$ cat src/qawd_regs.svh
// Register offsets, field positions, reset values and timing counts
`ifndef QAWD_REGS_SVH
`define QAWD_REGS_SVH

`define QAWD_ADDR_W      11
`define QAWD_MODE_OFS    11'h406
`define QAWD_QCFG_OFS    11'h407
`define QAWD_ERR_OFS     11'h408

`define QAWD_MODE_RST    8'h02
`define QAWD_QCFG_RST    8'h0A
`define QAWD_ERR_RST     8'h00

`define QAWD_HOLD_BIT    2
`define QAWD_SEL_BIT     1
`define QAWD_RET_BIT     0
`define QAWD_RSV_MSB     7
`define QAWD_RSV_LSB     3

`define QAWD_FDBK_MSB    7
`define QAWD_FDBK_LSB    6
`define QAWD_LFSR_MSB    5
`define QAWD_LFSR_LSB    4
`define QAWD_SEED_MSB    3
`define QAWD_SEED_LSB    0

`define QAWD_F_RST       7
`define QAWD_F_FAIL      6
`define QAWD_F_WRONG     5
`define QAWD_F_ORDER     4
`define QAWD_F_EARLY_ANS 3
`define QAWD_F_EARLY_TRG 2
`define QAWD_F_TIMEOUT   1
`define QAWD_F_LW_EXP    0

`define QAWD_CLK_NS      4
`define QAWD_TICK_NS     1000
`define QAWD_TICK_CYC    (`QAWD_TICK_NS / `QAWD_CLK_NS)
`define QAWD_LAST_ANS    2'h3

`endif

$ cat src/qawd_pkg.sv
// Types shared by the watchdog control and status block
package qawd_pkg;

    typedef enum logic [1:0] {
        QAWD_LONG_WIN = 2'h0,
        QAWD_WIN1     = 2'h1,
        QAWD_WIN2     = 2'h3
    } qawd_state_t;

endpackage

$ cat src/qawd_control_status.sv
// Watchdog mode control, question configuration and error flags
//
// Overview of operation
// - Hold set keeps Long Window; clear lets it expire
// - Mode select: 0 trigger, 1 Q&A; locked
// - Return bit re-enters Long Window after sequence
// - Feedback bits 7:6, Long Window writes only
// - LFSR select bits 5:4, Long Window writes only
// - Seed bits 3:0 reset 1010b, locked
// - Reset flag bit 7 on threshold-sum warm reset
// - Fail flag bit 6 when drive enable cleared
// - Wrong answer flag bit 5 in Q&A
// - Answer order flag bit 4 in Q&A
// - Early answer flag bit 3: final in window 1
// - Early trigger flag bit 2: trigger in window 1
// - Timeout flag bit 1 on unserviced sequence
// - Unserviced Long Window expiry: warm reset, flag bit 0
// - Flags clear by writing one, reset zero
// - Clear drive enable, warm reset past thresholds
`timescale 1ns/1ns
`include "qawd_regs.svh"
module qawd_control_status
    import qawd_pkg::*;
(
    // Clock and reset
    input  wire logic                    clk,
    input  wire logic                    rstn,
    // Register port
    input  wire logic                    reg_wr_en,
    input  wire logic                    reg_rd_en,
    input  wire logic [`QAWD_ADDR_W-1:0] reg_addr,
    input  wire logic [7:0]              reg_wdata,
    output logic [7:0]                   reg_rdata,
    // Window durations
    input  wire logic [7:0]              long_win_cfg,
    input  wire logic [6:0]              win1_cfg,
    input  wire logic [6:0]              win2_cfg,
    // Fail counter and thresholds
    input  wire logic [3:0]              failure_counter,
    input  wire logic [2:0]              first_fail_threshold,
    input  wire logic [2:0]              second_fail_threshold,
    input  wire logic                    warm_reset_allow,
    // Servicing events
    input  wire logic                    trigger_pin,
    input  wire logic                    answer_byte_pulse,
    input  wire logic                    answer_byte_match,
    // Configuration out
    output logic                         long_window_hold,
    output logic                         trigger_or_qa_select,
    output logic                         return_to_long_window,
    output logic [1:0]                   question_feedback_cfg,
    output logic [1:0]                   question_lfsr_select,
    output logic [3:0]                   question_seed,
    // Watchdog status out
    output logic                         in_long_window,
    output logic [1:0]                   answer_count,
    output logic                         seq_good_pulse,
    output logic                         seq_bad_pulse,
    output logic                         output_drive_enable_clear,
    output logic                         warm_reset_req
);

    // Reset release
    logic rst_s1;
    logic rst_n;

    always_ff @(posedge clk or negedge rstn) begin
        if (!rstn) begin
            rst_s1 <= 1'b0;
            rst_n  <= 1'b0;
        end else begin
            rst_s1 <= 1'b1;
            rst_n  <= rst_s1;
        end
    end

    // Trigger pin edge
    logic trig_s;
    logic trig_d;
    logic trig_rise;

    qawd_sync u_trig_sync (
        .clk   (clk),
        .rst_n (rst_n),
        .d     (trigger_pin),
        .q     (trig_s)
    );

    always_ff @(posedge clk or negedge rst_n) begin
        if (!rst_n) begin
            trig_d <= 1'b0;
        end else begin
            trig_d <= trig_s;
        end
    end

    assign trig_rise = trig_s & ~trig_d;

    // Register storage
    logic [7:0]  mode_reg;
    logic [7:0]  qcfg_reg;
    logic [7:0]  err_flags;
    logic [7:0]  next_mode_reg;
    logic [7:0]  next_qcfg_reg;
    logic [7:0]  next_err_flags;
    logic [7:0]  next_rdata;
    logic [7:0]  flag_set;
    logic [7:0]  flag_clr;
    logic        wr_mode;
    logic        wr_qcfg;
    logic        wr_err;
    qawd_state_t state;
    logic        in_lw;

    assign in_lw   = (state == QAWD_LONG_WIN);
    assign wr_mode = reg_wr_en && (reg_addr == `QAWD_MODE_OFS);
    assign wr_qcfg = reg_wr_en && (reg_addr == `QAWD_QCFG_OFS);
    assign wr_err  = reg_wr_en && (reg_addr == `QAWD_ERR_OFS);

    always_comb begin
        next_mode_reg = mode_reg;
        next_qcfg_reg = qcfg_reg;
        if (wr_mode) begin
            next_mode_reg[`QAWD_RSV_MSB:`QAWD_RSV_LSB] =
                reg_wdata[`QAWD_RSV_MSB:`QAWD_RSV_LSB];
            next_mode_reg[`QAWD_HOLD_BIT] = reg_wdata[`QAWD_HOLD_BIT];
            next_mode_reg[`QAWD_RET_BIT] = reg_wdata[`QAWD_RET_BIT];
            if (in_lw) begin
                next_mode_reg[`QAWD_SEL_BIT] = reg_wdata[`QAWD_SEL_BIT];
            end
        end
        // Question setup only changes inside the Long Window
        if (wr_qcfg && in_lw) begin
            next_qcfg_reg = reg_wdata;
        end
        flag_clr       = wr_err ? reg_wdata : 8'h00;
        next_err_flags = (err_flags & ~flag_clr) | flag_set;
        case (reg_addr)
            `QAWD_MODE_OFS: next_rdata = mode_reg;
            `QAWD_QCFG_OFS: next_rdata = qcfg_reg;
            `QAWD_ERR_OFS:  next_rdata = err_flags;
            default:        next_rdata = 8'h00;
        endcase
        if (!reg_rd_en) begin
            next_rdata = reg_rdata;
        end
    end

    always_ff @(posedge clk or negedge rst_n) begin
        if (!rst_n) begin
            mode_reg  <= `QAWD_MODE_RST;
            qcfg_reg  <= `QAWD_QCFG_RST;
            err_flags <= `QAWD_ERR_RST;
            reg_rdata <= 8'h00;
        end else begin
            mode_reg  <= next_mode_reg;
            qcfg_reg  <= next_qcfg_reg;
            err_flags <= next_err_flags;
            reg_rdata <= next_rdata;
        end
    end

    // Configuration outputs follow their register bits
    always_comb begin
        long_window_hold      = mode_reg[`QAWD_HOLD_BIT];
        trigger_or_qa_select  = mode_reg[`QAWD_SEL_BIT];
        return_to_long_window = mode_reg[`QAWD_RET_BIT];
        question_feedback_cfg = qcfg_reg[`QAWD_FDBK_MSB:`QAWD_FDBK_LSB];
        question_lfsr_select  = qcfg_reg[`QAWD_LFSR_MSB:`QAWD_LFSR_LSB];
        question_seed         = qcfg_reg[`QAWD_SEED_MSB:`QAWD_SEED_LSB];
    end

    // Window sequencing
    qawd_state_t next_state;
    logic [1:0]  next_ans_cnt;
    logic        next_bad_seen;
    logic        next_lw_serviced;
    logic        next_good;
    logic        next_bad;
    logic        next_drv_clr;
    logic        next_warm;
    logic        next_started;
    logic        started;
    logic        bad_seen;
    logic        lw_serviced;
    logic        fail_hi;
    logic        rst_hi;
    logic        fail_hi_d;
    logic        rst_hi_d;
    logic        seq_end;
    logic        trig_ev;
    logic        ans_ev;
    logic        tmr_load;
    logic [7:0]  tmr_units;
    logic        tmr_expired;
    logic [3:0]  th_sum;

    qawd_win_timer u_timer (
        .clk     (clk),
        .rst_n   (rst_n),
        .load    (tmr_load),
        .units   (tmr_units),
        .expired (tmr_expired)
    );

    always_comb begin
        trig_ev = trig_rise && !trigger_or_qa_select;
        ans_ev  = answer_byte_pulse && trigger_or_qa_select;
        th_sum  = {1'b0, first_fail_threshold}
                + {1'b0, second_fail_threshold};
        fail_hi = failure_counter > {1'b0, first_fail_threshold};
        rst_hi  = (failure_counter > th_sum) && warm_reset_allow;
        next_state       = state;
        next_ans_cnt     = answer_count;
        next_bad_seen    = bad_seen;
        next_lw_serviced = lw_serviced;
        next_started     = 1'b1;
        next_good        = 1'b0;
        next_bad         = 1'b0;
        next_drv_clr     = fail_hi && !fail_hi_d;
        next_warm        = rst_hi && !rst_hi_d;
        flag_set         = 8'h00;
        flag_set[`QAWD_F_FAIL] = next_drv_clr;
        flag_set[`QAWD_F_RST]  = next_warm;
        seq_end  = 1'b0;
        tmr_load = !started;
        case (state)
            QAWD_LONG_WIN: begin
                if (trig_ev || ans_ev) begin
                    next_lw_serviced = 1'b1;
                end
                if (long_window_hold) begin
                    // Held: interval restarts and never elapses
                    tmr_load = 1'b1;
                end else if (tmr_expired) begin
                    if (lw_serviced) begin
                        next_state = QAWD_WIN1;
                        tmr_load   = 1'b1;
                    end else begin
                        next_warm = 1'b1;
                        flag_set[`QAWD_F_LW_EXP] = 1'b1;
                        tmr_load  = 1'b1;
                    end
                end
            end
            QAWD_WIN1: begin
                if (trig_ev) begin
                    flag_set[`QAWD_F_EARLY_TRG] = 1'b1;
                    next_bad_seen = 1'b1;
                    seq_end       = 1'b1;
                end else if (ans_ev) begin
                    if (!answer_byte_match) begin
                        flag_set[`QAWD_F_WRONG] = 1'b1;
                        next_bad_seen = 1'b1;
                    end
                    if (answer_count == `QAWD_LAST_ANS) begin
                        flag_set[`QAWD_F_EARLY_ANS] = 1'b1;
                        next_bad_seen = 1'b1;
                        seq_end       = 1'b1;
                    end else begin
                        next_ans_cnt = answer_count + 2'h1;
                    end
                end else if (tmr_expired) begin
                    next_state = QAWD_WIN2;
                    tmr_load   = 1'b1;
                end
            end
            QAWD_WIN2: begin
                if (trig_ev) begin
                    seq_end = 1'b1;
                end else if (ans_ev) begin
                    if (!answer_byte_match) begin
                        flag_set[`QAWD_F_WRONG] = 1'b1;
                        next_bad_seen = 1'b1;
                    end
                    if (answer_count == `QAWD_LAST_ANS) begin
                        seq_end = 1'b1;
                    end else begin
                        // Too few bytes arrived in window 1
                        flag_set[`QAWD_F_ORDER] = 1'b1;
                        next_bad_seen = 1'b1;
                        next_ans_cnt  = answer_count + 2'h1;
                    end
                end else if (tmr_expired) begin
                    flag_set[`QAWD_F_TIMEOUT] = 1'b1;
                    next_bad_seen = 1'b1;
                    seq_end       = 1'b1;
                end
            end
            default: begin
                next_state = QAWD_LONG_WIN;
                tmr_load   = 1'b1;
            end
        endcase
        if (seq_end) begin
            next_good     = !next_bad_seen;
            next_bad      = next_bad_seen;
            next_bad_seen = 1'b0;
            next_ans_cnt  = 2'h0;
            tmr_load      = 1'b1;
            if (return_to_long_window) begin
                next_state = QAWD_LONG_WIN;
            end else begin
                next_state = QAWD_WIN1;
            end
        end
        if (next_state == QAWD_LONG_WIN && state != QAWD_LONG_WIN) begin
            next_lw_serviced = 1'b0;
        end
        case (next_state)
            QAWD_WIN1: tmr_units = {1'b0, win1_cfg};
            QAWD_WIN2: tmr_units = {1'b0, win2_cfg};
            default:   tmr_units = long_win_cfg;
        endcase
    end

    always_ff @(posedge clk or negedge rst_n) begin
        if (!rst_n) begin
            state                     <= QAWD_LONG_WIN;
            started                   <= 1'b0;
            answer_count              <= 2'h0;
            bad_seen                  <= 1'b0;
            lw_serviced               <= 1'b0;
            fail_hi_d                 <= 1'b0;
            rst_hi_d                  <= 1'b0;
            in_long_window            <= 1'b1;
            seq_good_pulse            <= 1'b0;
            seq_bad_pulse             <= 1'b0;
            output_drive_enable_clear <= 1'b0;
            warm_reset_req            <= 1'b0;
        end else begin
            state                     <= next_state;
            started                   <= next_started;
            answer_count              <= next_ans_cnt;
            bad_seen                  <= next_bad_seen;
            lw_serviced               <= next_lw_serviced;
            fail_hi_d                 <= fail_hi;
            rst_hi_d                  <= rst_hi;
            in_long_window            <= (next_state == QAWD_LONG_WIN);
            seq_good_pulse            <= next_good;
            seq_bad_pulse             <= next_bad;
            output_drive_enable_clear <= next_drv_clr;
            warm_reset_req            <= next_warm;
        end
    end

endmodule

$ cat src/qawd_sync.sv
// Two flip-flop synchroniser for one asynchronous level
`timescale 1ns/1ns
module qawd_sync (
    // Clock and reset
    input  wire logic clk,
    input  wire logic rst_n,
    // Data
    input  wire logic d,
    output logic      q
);

    logic s1;

    always_ff @(posedge clk or negedge rst_n) begin
        if (!rst_n) begin
            s1 <= 1'b0;
            q  <= 1'b0;
        end else begin
            s1 <= d;
            q  <= s1;
        end
    end

endmodule

$ cat src/qawd_win_timer.sv
// Window timer: counts (units + 1) ticks after a load, then pulses
`timescale 1ns/1ns
`include "qawd_regs.svh"
module qawd_win_timer (
    // Clock and reset
    input  wire logic       clk,
    input  wire logic       rst_n,
    // Control
    input  wire logic       load,
    input  wire logic [7:0] units,
    // Status
    output logic            expired
);

    localparam logic [7:0] TICK_LAST = 8'(`QAWD_TICK_CYC - 1);

    logic [7:0] pre;
    logic [7:0] left;
    logic       running;
    logic [7:0] next_pre;
    logic [7:0] next_left;
    logic       next_running;
    logic       next_expired;
    logic       tick;

    always_comb begin
        tick         = running && (pre == TICK_LAST);
        next_pre     = pre;
        next_left    = left;
        next_running = running;
        next_expired = 1'b0;
        if (load) begin
            next_pre     = 8'h00;
            next_left    = units;
            next_running = 1'b1;
        end else if (running) begin
            next_pre = tick ? 8'h00 : pre + 8'h01;
            if (tick) begin
                if (left == 8'h00) begin
                    next_running = 1'b0;
                    next_expired = 1'b1;
                end else begin
                    next_left = left - 8'h01;
                end
            end
        end
    end

    always_ff @(posedge clk or negedge rst_n) begin
        if (!rst_n) begin
            pre     <= 8'h00;
            left    <= 8'h00;
            running <= 1'b0;
            expired <= 1'b0;
        end else begin
            pre     <= next_pre;
            left    <= next_left;
            running <= next_running;
            expired <= next_expired;
        end
    end

endmodule

$ cat config.mk
export PLATFORM = sky130hd
export DESIGN_NAME = qawd_control_status
export DESIGN_NICKNAME = d
export VERILOG_FILES = /design/src/qawd_pkg.sv /design/src/qawd_control_status.sv /design/src/qawd_sync.sv /design/src/qawd_win_timer.sv
export VERILOG_INCLUDE_DIRS = /design/src
export SDC_FILE = /design/constraint.sdc
export NUM_CORES = 1
export LEC_CHECK = 0
export ABC_AREA = 1
export ABC_CLOCK_PERIOD_IN_PS = 2350
export BUFFER_PORTS_ARGS = -buffer_cell sky130_fd_sc_hd__clkbuf_2
export CORE_MARGIN = 2
export CORE_UTILIZATION = 55
export DETAILED_ROUTE_END_ITERATION = 10
export PLACE_DENSITY = 0.85
export SETUP_SLACK_MARGIN = 0.1
export SYNTH_ARGS = -nofsm -noshare
export SYNTH_HDL_FRONTEND = slang
export SYNTH_HIERARCHICAL = 1
export SYNTH_SLANG_ARGS = --single-unit
$ cat constraint.sdc
create_clock -name clk -period 2.35 [get_ports clk]
set_input_delay 0.235 -clock clk [delete_from_list [all_inputs] [get_ports clk]]
set_output_delay 0.235 -clock clk [all_outputs]
set_load 0.005 [all_outputs]
==> flow_summary.toml <==
[run_status]
run_status = "finished clean"

[pwr]
total_leakage_power_nw = 2.50
power_per_cell_area_mw_per_mm2 = 495
vdd_drop_max_uv = 375
power.total_mw = 2.39

[detailed_routing]
first_iter_violations = 250
wl_um = 9260
ant_nets = 0
dr_total_vias = 3683
via_per_inst = 5.32
routed-wl-met3_um = 548
wl_per_cell_um = 13.4
firstDrtPassIters = 5
highest_layer = "met4"
met2_length_um = 4520
met1Wirelength_um = 3990
drc = 0

[synth]
postSynthAreaPerCell_um2 = 8.22
synthDistinctLibCells = 43
yosys-top-cells-area = "dfrtp_1, nand2_1, nand3_1, ha_1, inv_1"
synth.most_common_cell = "nand2_1"
yosysSeqAreaShare_pct = 43.3
yosys_warnings = 6
synth_ff_type = "dfrtp_1"
synth_edf_count = 0
async_flop_share_pct = 100
yosysTopAreaCell = "dfrtp_1"
synth-seq-cells = 69
synth_top_area_share_pct = 40.7
synthesis.instances = 486
synth_common_cells = "nand2_1, dfrtp_1, inv_1"
synthesis.area_mm2 = 0.00400

[final_layout]
diodes = 0
fin_nets = 664
drive_gt1_share_pct = 31.7
stdcell_area_mm2 = 0.00482
area_growth_pct = 20.6

[floorplanning]
fp.dieH_um = 89.2
start_util_pct = 56.0
die_w_um = 89.2
core_mm2 = 0.00714
design.die.area_mm2 = 0.00796
placementRows = 31
ios = 85

[global_routing]
grt_pass1_wl_um = 15400
grt.overflow.total = 0
grt_antenna_before_repair = 0
grt_pass1_vias = 3497
grt_usage_pct = 25.3
grt_max_degree = 25

[worst_setup_path]
cp-start-kind = "flop"
required_ps = 2590
rr_startpoint = "mode_reg[1]$_DFFE_PN1P_"
cp.arrival_ps = 2360
critical_path_class = "reg2reg"
startpoint = "mode_reg[1]$_DFFE_PN1P_"
cp_max_fo = 8
cp-end-kind = "flop"

[sta]
fin_setup_tns_ps = 0
tightest_slew_ps = 533
rsz0062_at_grt = "no"
timing.final.crit_period_ps = 2130
hold_violations = 0
finalMaxSlewViolations = 0
max_clock_freq_mhz = 471
setup_viol = 0
setup_ws_ps = 225
relSlewSlack_pct = 64.4
skew_ps = 9.67
period_share_pct = 90.4

[placed_design]
hpwl_um = 6960
place_area_mm2 = 0.00453
gp_congestion = 0.920
pre_cts_ws_ps = 126
port-buffer-count = 84

[worst_hold_path]
worstHoldStart = "warm_reset_allow"
hp-class = "in2reg"

[clock_network]
cts_buffers = 9
clock-sinks = 69
cts_tree = "built"
cts-root-buf = "clkbuf_8"
clk_latency_ps = 350
clockBufferDepth = 2
path_clk_slew_ps = 80
cts_max_level = 3

[run]
maxCapViolations = 0
final timing paths:
path | to | slack, ps | cells after the start
min reg2reg | u_trig_sync/s1$_DFF_PN0_ | 250 | 0
max | u_timer/left[0]$_DFFE_PN0P_ | 220 | 14
max in group asynchronous | u_timer/pre[7]$_DFFE_PN0P_ | 1390 | 1
min in group asynchronous | rst_n$_DFF_PN0_ | 190 | 2
min | rst_hi_d$_DFF_PN0_ | 110 | 3
max reg2reg | u_timer/left[0]$_DFFE_PN0P_ | 220 | 14
power by group:
group          total [mW]  switching [mW]  internal [mW]
Sequential           1.24          0.0255           1.21
Clock               0.896           0.457          0.440
Combinational       0.249           0.142          0.107
Total                2.39           0.624           1.76
cells by family (layout without fill, tap and decap cells):
kind of cell	after synthesis	count (layout)	synth area share [%]
and+or+nand+nor	266	266	33.1
AOI/OAI and AO/OA	63	63	10.1
buffers and inverters	68	174	7.48
DFF	69	69	43.3
xor gates and xnor gates	2	2	0.438
adders and majority gates	17	17	5.51
other	1	2	0.0938
repair_timing:
item	CTS	global route
endpoints found under the hold margin	3	0
setup endpoints to repair	0	17
resized for setup	0	9
hold buffers	2	0
setup buffers	0	5
worst max-delay path: stages, from the launching register on:
cell and delay [ps]:
dfstp_2 620, buf_4 130, a21oi_1 80, nand2_1 110, nand2_2 70, nand2_1 60
nand4_1 220, inv_2 130, nand2_1 80, nor2_2 150, nand2_4 90, nand2_8 100
inv_8 60, nand2_2 50, o21ai_2 50
cell type report:
cell class | count | area (um^2)
sequential | 69 | 1730
timing repair buffer | 96 | 515
fill | 613 | 2320
tap | 99 | 124
multi-input combinational | 350 | 2010
inverter | 62 | 245
clock inverter | 5 | 35.0
clock buffer | 11 | 151
stage by stage:
step,utilization (%),hold WS (ps),std cells
after detailed placement,63.5,21.1,669
final,67.5,110,692
after global routing,67.5,110,692
after floorplan,-,-60.6,487
after global placement,63.5,22.5,669
after CTS,66.4,97.4,687
cell usage in the layout (no fill, tap or decap), drive strengths merged:
cell type	Yosys	final
clkbuf	1	95
a21boi	1	1
dfrtp	65	65
a21oi	14	14
dlygate4sd3	0	2
dfstp	4	4
o21bai	1	1
a21o	2	2
conb	1	2
o21ai	39	39
nor2	41	41
a31oi	2	2
nand4	7	7
nor3b	1	1
clkinvlp	0	1
nor3	11	11
o31ai	2	2
nand2	156	156
inv	61	61
a31o	1	1
fa	1	1
nand3	49	49
or2	1	1
xnor2	1	1
o21a	1	1
ha	16	16
clkinv	1	5
xor2	1	1
buf	5	10
layer usage:
layer,track usage (%),up-vias
met1,31.8,1734
li1,-,1788
met4,10.0,0
met3,6.37,19
met2,41.8,142
met5,0,-
Note: power is estimated with default switching activity, not from simulation.
